**config.mk**
```make
export PLATFORM = sky130hd
export DESIGN_NAME = audio_master_clock_and_trim
export DESIGN_NICKNAME = d
export VERILOG_FILES = /design/src/common/amclk_pkg.sv /design/src/design/audio_master_clock_and_trim.sv /design/src/design/pdm_modulator.sv
export SDC_FILE = /design/constraint.sdc
export NUM_CORES = 1
export LEC_CHECK = 0
export BUFFER_PORTS_ARGS = -buffer_cell sky130_fd_sc_hd__clkbuf_2
export CAP_MARGIN = 20
export CORE_UTILIZATION = 59
export CTS_BUF_LIST = sky130_fd_sc_hd__clkbuf_16
export CTS_CLUSTER_DIAMETER = 30
export DETAILED_ROUTE_END_ITERATION = 16
export PLACE_DENSITY = 0.83
export RECOVER_POWER = 100
export SYNTH_ARGS = -nofsm -noshare
export SYNTH_HDL_FRONTEND = slang
export SYNTH_SLANG_ARGS = --single-unit
```
**constraint.sdc**
```tcl
create_clock -name clk -period 5.5 [get_ports clk]
set_input_delay 0 -clock clk [delete_from_list [all_inputs] [get_ports clk]]
set_output_delay 0 -clock clk [all_outputs]
set_load 0.02 [all_outputs]
```
**src/common/amclk_pkg.sv**
```systemverilog
package amclk_pkg;
	// ----------------------------------------
	// Divider selections
	// ----------------------------------------
	typedef enum logic [1:0] {DIV_BY_1 = 2'h0, DIV_BY_2 = 2'h1, DIV_BY_3 = 2'h2, DIV_BY_4 = 2'h3} mclk_div_e;
	localparam int TRIM_WIDTH = 16;
	localparam logic [15:0] TRIM_MID = 16'h8000;
	localparam logic [1:0] DIV_RESET = 2'h0;
	// ----------------------------------------
	// Reference limits and trim loop timing
	// ----------------------------------------
	localparam int REF_MIN_KHZ = 5000;
	localparam int REF_MAX_KHZ = 35000;
	localparam int CD_HIGH_RATE_KHZ = 33860;
	localparam int CLK_MHZ = 200;
	localparam int TRIM_PERIOD_US = 10;
	localparam int TRIM_PERIOD_CYC = TRIM_PERIOD_US * CLK_MHZ;
	localparam logic [15:0] TRIM_STEP = 16'h0001;
	typedef struct packed {
		logic [1:0] div_a;
		logic [1:0] div_b;
		logic trim_en;
		logic high_ref;
	} clk_cfg_s;
endpackage

```
**src/design/audio_master_clock_and_trim.sv**
```systemverilog
// Contract
// Processor clock from PLL, reference 5-35 MHz
// Two master clocks, crystal divided 1-4
// Divide-by-three only with 33.86 MHz reference
// Trim output is 16-bit pulse density stream
// Trim mode locks oscillator to audio rate
// Reset: divide-by-one, trim holds mid-scale
`timescale 1ns/100ps
module audio_master_clock_and_trim #(
	parameter int TRIM_PERIOD = amclk_pkg::TRIM_PERIOD_CYC
) (
	// Clock and reset
	input wire logic clk,
	input wire logic nrst,
	// Crystal reference sampled as a level
	input wire logic xtal_in,
	// Configuration from the control unit
	input wire amclk_pkg::clk_cfg_s cfg,
	// Audio receiver frame strobe and local sample strobe
	input wire logic rx_frame_tick,
	input wire logic local_frame_tick,
	// Outputs
	output logic audio_master_clock_out_a,
	output logic audio_master_clock_out_b,
	output logic trim_out,
	output logic [15:0] trim_value
);
	// ----------------------------------------
	// Divider helper
	// ----------------------------------------
	// Divide-by-three is refused unless the high-rate crystal is fitted
	function automatic logic [1:0] legal_div(input logic [1:0] d, input logic high_ref);
		if (d == amclk_pkg::DIV_BY_3 && !high_ref)
			legal_div = amclk_pkg::DIV_BY_1;
		else
			legal_div = d;
	endfunction
	// Level for a crystal-edge count: high through the first half of the period
	// Only rising crystal edges are seen, so divide-by-three is high two edges of three
	function automatic logic div_high(input logic [1:0] cnt, input logic [1:0] d);
		div_high = (cnt <= {1'b0, d[1]});
	endfunction

	// ----------------------------------------
	// Crystal reference
	// ----------------------------------------
	// Processor clock itself comes from the analog PLL; only the reference passes here
	logic xtal_d_ff;
	logic xtal_rise;
	always_ff @(posedge clk or negedge nrst)
	begin
		if (!nrst)
			xtal_d_ff <= 1'b0;
		else
			xtal_d_ff <= xtal_in;
	end
	assign xtal_rise = xtal_in & ~xtal_d_ff;

	// ----------------------------------------
	// Master clock dividers
	// ----------------------------------------
	logic [1:0] div_a_ff;
	logic [1:0] div_b_ff;
	logic [1:0] cnt_a_ff;
	logic [1:0] cnt_b_ff;
	always_ff @(posedge clk or negedge nrst)
	begin
		if (!nrst)
		begin
			div_a_ff <= amclk_pkg::DIV_RESET;
			div_b_ff <= amclk_pkg::DIV_RESET;
		end
		else
		begin
			div_a_ff <= legal_div(cfg.div_a, cfg.high_ref);
			div_b_ff <= legal_div(cfg.div_b, cfg.high_ref);
		end
	end

	// Divide-by-one follows the sampled crystal; others count rising edges (odd ratio not 50% duty)
	always_ff @(posedge clk or negedge nrst)
	begin
		if (!nrst)
		begin
			cnt_a_ff <= 2'h0;
			audio_master_clock_out_a <= 1'b0;
		end
		else if (div_a_ff == amclk_pkg::DIV_BY_1)
		begin
			cnt_a_ff <= 2'h0;
			audio_master_clock_out_a <= xtal_in;
		end
		else if (xtal_rise)
		begin
			if (cnt_a_ff >= div_a_ff)
			begin
				// Period of code+1 crystal edges closes: restart high
				cnt_a_ff <= 2'h0;
				audio_master_clock_out_a <= 1'b1;
			end
			else
			begin
				cnt_a_ff <= cnt_a_ff + 2'h1;
				audio_master_clock_out_a <= div_high(cnt_a_ff + 2'h1, div_a_ff);
			end
		end
	end

	always_ff @(posedge clk or negedge nrst)
	begin
		if (!nrst)
		begin
			cnt_b_ff <= 2'h0;
			audio_master_clock_out_b <= 1'b0;
		end
		else if (div_b_ff == amclk_pkg::DIV_BY_1)
		begin
			cnt_b_ff <= 2'h0;
			audio_master_clock_out_b <= xtal_in;
		end
		else if (xtal_rise)
		begin
			if (cnt_b_ff >= div_b_ff)
			begin
				// Period of code+1 crystal edges closes: restart high
				cnt_b_ff <= 2'h0;
				audio_master_clock_out_b <= 1'b1;
			end
			else
			begin
				cnt_b_ff <= cnt_b_ff + 2'h1;
				audio_master_clock_out_b <= div_high(cnt_b_ff + 2'h1, div_b_ff);
			end
		end
	end

	// ----------------------------------------
	// Trim loop
	// ----------------------------------------
	// Frequency comparison over a fixed window; more received frames means local clock too slow
	logic [31:0] win_ff;
	logic signed [15:0] err_ff;
	logic win_end;
	assign win_end = (win_ff == 32'(TRIM_PERIOD - 1));
	always_ff @(posedge clk or negedge nrst)
	begin
		if (!nrst)
			win_ff <= 32'h0;
		else if (!cfg.trim_en || win_end)
			win_ff <= 32'h0;
		else
			win_ff <= win_ff + 32'h1;
	end

	// ----------------------------------------
	// Frame tick comparison
	// ----------------------------------------
	// Coincident ticks cancel
	logic signed [1:0] tick_diff;
	always_comb
	begin
		if (rx_frame_tick && !local_frame_tick)
			tick_diff = 2'sh1;
		else if (local_frame_tick && !rx_frame_tick)
			tick_diff = -2'sh1;
		else
			tick_diff = 2'sh0;
	end

	// A tick on the closing cycle opens the next window instead of being lost
	always_ff @(posedge clk or negedge nrst)
	begin
		if (!nrst)
			err_ff <= 16'sh0;
		else if (!cfg.trim_en)
			err_ff <= 16'sh0;
		else if (win_end)
			err_ff <= 16'(tick_diff);
		else if (tick_diff > 2'sh0 && err_ff != 16'sh7FFF)
			err_ff <= err_ff + 16'sh1;
		else if (tick_diff < 2'sh0 && err_ff != -16'sh8000)
			err_ff <= err_ff - 16'sh1;
	end

	// Saturating step; slow but avoids loop overshoot
	always_ff @(posedge clk or negedge nrst)
	begin
		if (!nrst)
			trim_value <= amclk_pkg::TRIM_MID;
		else if (!cfg.trim_en)
			trim_value <= amclk_pkg::TRIM_MID;
		else if (win_end && err_ff > 16'sh0 && trim_value != 16'hFFFF)
			trim_value <= trim_value + amclk_pkg::TRIM_STEP;
		else if (win_end && err_ff < 16'sh0 && trim_value != 16'h0000)
			trim_value <= trim_value - amclk_pkg::TRIM_STEP;
	end

	// ----------------------------------------
	// Trim stream
	// ----------------------------------------
	logic pdm_bit;
	pdm_modulator #(.WIDTH(amclk_pkg::TRIM_WIDTH)) u_pdm (
		.clk(clk),
		.nrst(nrst),
		.density(trim_value),
		.pdm_out(pdm_bit)
	);
	always_ff @(posedge clk or negedge nrst)
	begin
		if (!nrst)
			trim_out <= 1'b0;
		else
			trim_out <= pdm_bit;
	end
endmodule // audio_master_clock_and_trim

```
**src/design/pdm_modulator.sv**
```systemverilog
`timescale 1ns/100ps
module pdm_modulator #(
	parameter int WIDTH = 16
) (
	// Clock and reset
	input wire logic clk,
	input wire logic nrst,
	// Density value and stream
	input wire logic [WIDTH-1:0] density,
	output logic pdm_out
);
	logic [WIDTH-1:0] acc_ff;
	logic [WIDTH:0] sum;
	assign sum = {1'b0, acc_ff} + {1'b0, density};
	// ----------------------------------------
	// First-order sigma-delta
	// ----------------------------------------
	always_ff @(posedge clk or negedge nrst)
	begin
		if (!nrst)
		begin
			acc_ff <= '0;
			pdm_out <= 1'b0;
		end
		else
		begin
			acc_ff <= sum[WIDTH-1:0];
			pdm_out <= sum[WIDTH];
		end
	end
endmodule // pdm_modulator

```
Yosys cells after proc, flatten, opt, wreduce, memory -nomap -nowiden
Index checks and enable logic that the tools add are counted.
- register bits after elaboration: 93
- input port bits: 11
- logic and storage cells: 83
- $add $sub $neg: 8
- order comparisons: 8
- eq/ne operators: 8
- multiplexer cells: 24
- bitwise gates (word level): 2
- reductions and logical operators: 20
- operators by type and width (operator ; count):
    2-to-1 mux 16 bit ; 7
    != test 16 bit, second input constant ; 3
    adder 32 x 1 -> 32 bit, second input constant ; 1
    == test 32 x 11 -> 1 bit, second input constant ; 1
    2-to-1 mux 32 bit ; 1
    2-to-1 mux 2 bit ; 10
    adder 16 x 16 -> 17 bit ; 1
    adder 16 x 1 -> 16 bit, second input constant ; 1
    adder 16 x 2 -> 16 bit, second input constant ; 1
    greater-than comparator 16 x 1 -> 1 bit, second input constant ; 1
    less-than comparator 16 x 1 -> 1 bit, second input constant ; 1
    nonzero test 16 bit ; 1
    subtractor 16 x 1 -> 16 bit, second input constant ; 1
    subtractor 16 x 2 -> 16 bit, second input constant ; 1
    logical AND 1 bit ; 10
    2-to-1 mux 1 bit ; 6
    adder 2 x 1 -> 2 bit, second input constant ; 2
    == test 2 bit, second input constant ; 2
    >= comparator 2 bit ; 2
    less-or-equal comparator 2 x 1 -> 1 bit ; 2
    logical NOT 1 bit ; 4
    logical NOT 2 bit ; 2
    != test 4 x 1 -> 1 bit, second input constant ; 1
    nonzero test 2 bit ; 2
    6 further kinds ; 6

Depth between registers and ports, before layout
Gate-level depths: netlist (run 1).
- depth after elaboration: 10
- depth in mapped cells: 16
- depth with buffers taken out: 15

Cells and area by module
Synthesis (run 1) repeated with hierarchy kept, for this count alone.
- cells, all modules: 651
- area, all modules: 6217.2 µm²
- by module, submodules not included (module ; times used ; cells each ; area each (µm²)):
    audio_master_clock_and_trim ; 1 ; 524 ; 4936.0
    pdm_modulator ; 1 ; 127 ; 1281.2

Worst setup path after synthesis (run 1)
No wires, ideal clock.
- path type: register to register
- start: reg win_ff[0]
- end: reg trim_value[15]
- library setup time: 64 ps
- arrival time: 3757 ps
- required time: 5436 ps
- slack: 1679 ps
- stages on the path, launching flop included: 17
- buffers on the path: 1
- path through: dfrtp_1 > ha_1 > and3_1 > buf_2 > nand3_1 > nor3_1 > nand2_1 > ha_1 > and3_1 > a221oi_2 > o211ai_2 > nand4_1 > a21boi_1 > a311o_1 > mux2i_1 > or3_1 > nand3_1
- cells in the longest elaborated chain, start to end: 5
- RTL lines (element ; RTL line ; text):
    start, declared ; audio_master_clock_and_trim.sv:141 ; logic [31:0] win_ff;
    start signal, assigned ; audio_master_clock_and_trim.sv:152 ; win_ff <= win_ff + 32'h1;
    == test 32 x 11 -> 1 bit (*) ; audio_master_clock_and_trim.sv:144 ; assign win_end = (win_ff == 32'(TRIM_PERIOD - 1));
    logical AND 1 bit (2 in series) ; audio_master_clock_and_trim.sv:192 ; else if (win_end && err_ff > 16'sh0 && trim_value != 16'hFFFF)
    2-to-1 mux 16 bit ; audio_master_clock_and_trim.sv:192 ;
    2-to-1 mux 16 bit ; audio_master_clock_and_trim.sv:190 ; else if (!cfg.trim_en)
    end signal, assigned ; audio_master_clock_and_trim.sv:189 ; trim_value <= amclk_pkg::TRIM_MID;
    end signal, assigned ; audio_master_clock_and_trim.sv:191 ; trim_value <= amclk_pkg::TRIM_MID;
    end signal, assigned ; audio_master_clock_and_trim.sv:193 ; trim_value <= trim_value + amclk_pkg::TRIM_STEP;
    end, declared ; audio_master_clock_and_trim.sv:26 ; output logic [15:0] trim_value
Mark *: on every way between the ends. The rest lies on a longest branch, timed or not.
A chain may end at the register's enable or synchronous reset.

Worst setup path in the final report (run 1)
- start: reg err_ff[15]
- end: reg err_ff[15]
- cells in the longest elaborated chain, start to end: 5
- RTL lines (element ; RTL line ; text):
    start, declared ; audio_master_clock_and_trim.sv:142 ; logic signed [15:0] err_ff;
    start signal, assigned ; audio_master_clock_and_trim.sv:178 ; err_ff <= 16'(tick_diff);
    start signal, assigned ; audio_master_clock_and_trim.sv:180 ; err_ff <= err_ff + 16'sh1;
    start signal, assigned ; audio_master_clock_and_trim.sv:182 ; err_ff <= err_ff - 16'sh1;
    subtractor 16 x 2 -> 16 bit or != test 16 bit (tied branches) ; audio_master_clock_and_trim.sv:182, audio_master_clock_and_trim.sv:179 ;
    2-to-1 mux 16 bit or logical AND 1 bit (tied branches) ; audio_master_clock_and_trim.sv:181, audio_master_clock_and_trim.sv:179 ;
    2-to-1 mux 16 bit ; audio_master_clock_and_trim.sv:179 ; else if (tick_diff > 2'sh0 && err_ff != 16'sh7FFF)
    2-to-1 mux 16 bit ; audio_master_clock_and_trim.sv:177 ; else if (win_end)
    2-to-1 mux 16 bit ; audio_master_clock_and_trim.sv:175 ; else if (!cfg.trim_en)
Parallel ways exist; a longest one is shown, timed or not. The select of a mux whose other input is x is not followed.

==> results of run 1 <==
## cells in the final DEF, fill, tap and decap left out, types with 6 or more instances in the layout
cell / n
dfrtp_1: 92
nand4_1: 15
o21ai_0: 27
nor3_1: 12
clkbuf_16: 9
nand2b_1: 8
xnor2_1: 34
nand2_1: 59
nor2_1: 74
nor4_1: 13
a21boi_0: 6
clkbuf_1: 27
a21oi_1: 42
nand3_1: 20
xor2_1: 32
ha_1: 56
a21o_1: 20
inv_1: 22
a31oi_1: 6
dlygate4sd3_1: 8
nor2b_1: 6
clkbuf_2: 7
and3_1: 13
## worst min-delay path, stage by stage
cell	delay (ns)
clkbuf_2	0.09
ha_1	0.11
o21ai_0	0.07
and2_0	0.15
## layer usage
metal | GRT usage, % | up-vias
met3 | 3.05 | 27
met1 | 34.6 | 2393
met2 | 47.0 | 126
li1 | - | 2360
met5 | 0 | -
met4 | 11.5 | 0
## sequential cells by signal (all words and copies together) (netlist names)
signal	flops
audio_master_clock_out_a	1
u_pdm.pdm_out	1
trim_out	1
cnt_a_ff	2
audio_master_clock_out_b	1
xtal_d_ff	1
u_pdm.acc_ff	16
err_ff	16
div_b_ff	2
win_ff	32
div_a_ff	2
trim_value	16
cnt_b_ff	2
## power breakdown
part | leakage [nW] | switching, mW | total (mW) | internal [mW]
clock | 0.149 | 0.275 | 0.626 | 0.351
combinational | 1.75 | 0.332 | 0.597 | 0.266
sequential | 1.24 | 0.0667 | 0.822 | 0.755
## worst paths after layout
check,startpoint,to,slack (ns),cells past startpoint
hold / removal,local_frame_tick,err_ff[0],0.11,4
min in group asynchronous,nrst,win_ff[19],0.42,2
setup reg to reg,err_ff[15],err_ff[15],0.87,14
setup / recovery,err_ff[15],err_ff[15],0.87,14
max in group asynchronous,nrst,trim_value[10],2.76,3
hold reg to reg,u_pdm.pdm_out,trim_out,0.35,0
## area by class of cell
class                           instances  area (sq um)  share of cell area, %
Clock buffer                            9           225                   3.43
Clock inverter                          7          65.1                  0.992
Inverter                               21          78.8                   1.20
Multi-Input combinational cell        514          3480                   53.1
Sequential cell                        93          2330                   35.5
Tap cell                              133           166                   2.54
Timing Repair Buffer                   42           216                   3.30
## cells by family after synthesis
logic type | synth area share (%)
xor gates and xnor gates | 9.63
muxes | 0.500
DFF | 38.8
buffers and inverters | 2.38
adders and majority gates | 12.7
AOI/OAI and AO/OA | 15.9
and+or+nand+nor | 20.1
## what timing repair did
action | in CTS | in global routing
hold buffers | 8 | 0
endpoints found under the hold margin | 29 | 0
setup endpoints to repair | 0 | 0
setup buffers | 0 | 0
==> impl_metrics.json, run 1 <==
{
  "slew_violations": 72,
  "yosys-top-cells-area": "dfrtp_1, ha_1, xnor2_1",
  "fin_area_sq_um": 6560,
  "portBuffers": 29,
  "root_buffer": "clkbuf_16",
  "wl_met1_mm": 5.92,
  "grt_pass1_wl_mm": 22.3,
  "diodes": 0,
  "post-place-cells": 795,
  "vias_per_cell": 5.99,
  "synth.most_common_cell": "dfrtp_1",
  "grt_pass1_vias": 4940,
  "fin_skew_ns": 0.00730,
  "ys_warn_count": 0,
  "nets": 751,
  "antenna_found_initial": 0,
  "routed-wl-met2_mm": 6.67,
  "p_total_mw": 2.04,
  "worstSetupPathType": "register to register",
  "area.growth.synth_to_final_pct": 9.32,
  "clkTransAtPathRegs_ns": 0.07,
  "yosys-top-cells-count": "dfrtp_1, nor2_1, nand2_1, ha_1, a21oi_1",
  "synth-edff-count": 0,
  "synth_cell_types": 60,
  "ys_seq_elements": 93,
  "netlist_instances": 642,
  "slowest_stage": "o41ai_1",
  "worstSetupEndpointType": "register",
  "cp_max_fo": 12,
  "grt_setup_unrepaired": "no",
  "clk_latency_ns": 0.35,
  "wl_per_cell_um": 16.2,
  "synth_top_cell_by_area": "dfrtp_1",
  "core_area_sq_um": 9820,
  "p_leak_nw": 3.14,
  "period_needed_ns": 4.63,
  "required_ns": 5.72,
  "fin_tns_setup_ns": 0,
  "cts_buffers": 9,
  "slowest_delay_ns": 1.18,
  "synth_nets": 712,
  "post-place-ws_ns": 1.44,
  "crit_chain": "inv_1 > nand4_1 > o41ai_1 > clkbuf_1 > ha_1 > o21ai_0 > a31oi_1 > o21ai_0 > a31oi_1 > a21o_1 > a21oi_1 > xor2_1 > mux2i_1 > nand3_1",
  "dieWidth_um": 103,
  "via_count": 4906,
  "clock_sink_count": 93,
  "dr.first_iter.drc_count": 236,
  "cp_top_family": "compound AO/OA/AOI/OAI gates",
  "drc_errors": 0,
  "place.detailed.hpwl_mm": 9.54,
  "fmax_mhz": 216,
  "rows": 36,
  "vdd_ir_drop_max_mv": 0.248,
  "htreeDepth": 3,
  "crit_arrival_ns": 4.85,
  "start_kind": "register",
  "initial_core_util_pct": 61.1,
  "slew_headroom_pct": -16.7,
  "min_period_over_period_pct": 84.2,
  "cts.path.max_buffers": 2,
  "routed-wl-met3_um": 410,
  "hold_class": "input port to register",
  "ys.flop_type": "dfrtp_1",
  "whs_ns": 0.111,
  "setup_viol": 0,
  "finalHoldViolations": 0,
  "n_fill_cell": 820,
  "async_reset_ff_share_pct": 100,
  "layout-drive-gt1-share_pct": 4.66,
  "status": "complete, but fails checks",
  "synth.cell_area_sq_um": 6000,
  "cts_tree": "yes",
  "synth_top_area_share_pct": 38.4,
  "grt_use_total_pct": 27.2,
  "drtPass1Iterations": 5,
  "dpl_cell_area_sq_um": 6290,
  "cap_viol_max_count": 1,
  "gr-total-overflow": 0,
  "setup_ws_ns": 0.869,
  "ys_seq_area_share_pct": 38.8,
  "cellPowerDensity_nw_per_um2": 312,
  "die_area_sq_um": 10600,
  "timing.critical_path.buf_inv": 2,
  "final_cells": 819,
  "drt-total-wl_mm": 13.3,
  "grt_max_degree": 72,
  "place_congestion": 0.895,
  "tightest_slew_ns": 1.75,
  "synth_area_per_cell_sq_um": 9.35,
  "die_h_um": 103,
  "violations": "max-capacitance violations, max-slew violations",
  "final_antenna_net_count": 0,
  "ios": 30,
  "postLayoutCoreUtil_pct": 66.8,
  "routed.top_layer": "met4",
  "ctsResizeCount": 0
}
Note: power is estimated with default switching activity, not from simulation.
==> inputs of run 2 (changes only) <==
CORE_UTILIZATION = 56   (was 59)
clock period = 3.8 ns   (was 5.5 ns; I/O delays follow)
==> impl_metrics.json, run 2 (synthesis results as in run 1) <==
{
  "grt_max_degree": 62,
  "core_area_sq_um": 10400,
  "root_buffer": "clkbuf_16",
  "p_leak_nw": 3.27,
  "drt-total-wl_mm": 13.7,
  "post-place-ws_ns": -0.00416,
  "rows": 37,
  "worstSetupEndpointType": "register",
  "clkTransAtPathRegs_ns": 0.07,
  "setup_viol": 0,
  "slew_violations": 96,
  "top_register": "win_ff",
  "cts.path.max_buffers": 2,
  "place_congestion": 0.925,
  "grt_pass1_vias": 5044,
  "final_antenna_net_count": 0,
  "worstHoldStart": "local_frame_tick",
  "slew_headroom_pct": -18.8,
  "r2r-start": "win_ff[22]",
  "die_area_sq_um": 11100,
  "start_kind": "register",
  "whs_ns": 0.157,
  "hold_depth": 4,
  "period_needed_ns": 3.60,
  "vias_per_cell": 5.89,
  "setup_ws_ns": 0.203,
  "place.detailed.hpwl_mm": 9.43,
  "initial_core_util_pct": 57.9,
  "fin_area_sq_um": 6860,
  "layout_common_cells": "dfrtp_1, nor2_1, nand2_1",
  "finalHoldViolations": 0,
  "required_ns": 4.03,
  "fmax_mhz": 278,
  "ios": 30,
  "wl_per_cell_um": 16.2,
  "largest_reg_flops": 32,
  "clk_latency_ns": 0.35,
  "hold_class": "input port to register",
  "dpl_cell_area_sq_um": 6400,
  "cp_max_fo": 7,
  "startpoint": "win_ff[22]",
  "tightest_slew_ns": 1.78,
  "grt_use_total_pct": 26.2,
  "layout-drive-gt1-share_pct": 10.1,
  "area.growth.synth_to_final_pct": 14.3,
  "portBuffers": 29,
  "diodes": 0,
  "cap_viol_max_count": 2,
  "final_common_cell": "dfrtp_1",
  "worstSetupPathType": "register to register",
  "rr_worst_depth": 15,
  "gr-total-overflow": 0,
  "vdd_ir_drop_max_mv": 0.284,
  "whs_endpoint": "err_ff[0]",
  "min_period_over_period_pct": 94.7,
  "grt_pass1_wl_mm": 23.4,
  "crit_arrival_ns": 3.83,
  "dieWidth_um": 106,
  "clock_sink_count": 93,
  "cts_buffers": 9,
  "fin_skew_ns": 0.00889,
  "htreeDepth": 3,
  "die_h_um": 106,
  "via_count": 4954,
  "nets": 770,
  "r2r-end": "trim_value[14]",
  "cts_tree": "yes",
  "antenna_found_initial": 0,
  "dr.first_iter.drc_count": 273,
  "status": "complete, but fails checks",
  "ff2ff_setup_slack_ns": 0.20,
  "drtPass1Iterations": 5,
  "violations": "max-capacitance violations, max-slew violations",
  "grt_setup_unrepaired": "no",
  "cellPowerDensity_nw_per_um2": 440,
  "drc_errors": 0
}
run 2: report_power, final:
group          total, mW  internal [mW]  switching, mW
registers           1.19           1.09          0.102
clock network      0.936          0.522          0.414
logic              0.884          0.399          0.485
total               3.01           2.01           1.00
run 2: repair_timing:
| item | in CTS | in global routing |
|---|---|---|
| resized for setup | 0 | 13 |
| pin swaps | 1 | 7 |
| hold buffers | 8 | 0 |
| hold endpoints to repair | 66 | 0 |
| setup endpoints to repair | 1 | 6 |
| buffers inserted | 4 | 1 |
run 2: per-layer routing:
layer	up-vias	wire, um	track usage (%)
met5	-	0	0
met4	0	207	10.0
met3	23	520	4.33
met2	134	6940	44.4
met1	2400	6000	33.6
li1	2397	-	-
run 2: area by class of cell:
type                            instances  area (sq um)
Clock buffer                            9           225
Fill cell                             792          3510
Inverter                               21          78.8
Multi-Input combinational cell        514          3610
Clock inverter                          7          81.3
Timing Repair Buffer                   61           360
Sequential cell                        93          2330
Tap cell                              136           170
run 2: worst max-delay path by stage:
stage	end	cells after the start
floorplan	err_ff[14]	13
global placement	trim_value[14]	14
detailed placement	trim_value[14]	14
CTS	trim_value[14]	14
global route	trim_value[14]	15
finish	trim_value[14]	15
run 2: stage by stage:
stage / TNS, ns / instances / utilization, % / power, mW
floorplan: 0 / 642 / - / 1.86
global placement: 0 / 812 / 61.7 / 2.01
detailed placement: -0.00416 / 812 / 61.7 / 2.07
CTS: 0 / 840 / 65.7 / 3.02
global route: 0 / 841 / 66.1 / 3.18
finish: 0 / 841 / 66.1 / 3.01
run 2: worst max-delay path, stage by stage (launching register included):
cell and delay [ns]:
dfrtp_2 0.45, nor4_4 0.30, nand4_1 0.19, nor3_2 0.26, nand2_2 0.15, clkbuf_4 0.18, ha_1 0.31, nand3_1 0.09
nand2_1 0.09, a31o_1 0.27, a21o_1 0.21, a21oi_4 0.18, o21ai_2 0.11, a311oi_2 0.31, nor4b_1 0.10, a211o_1 0.27
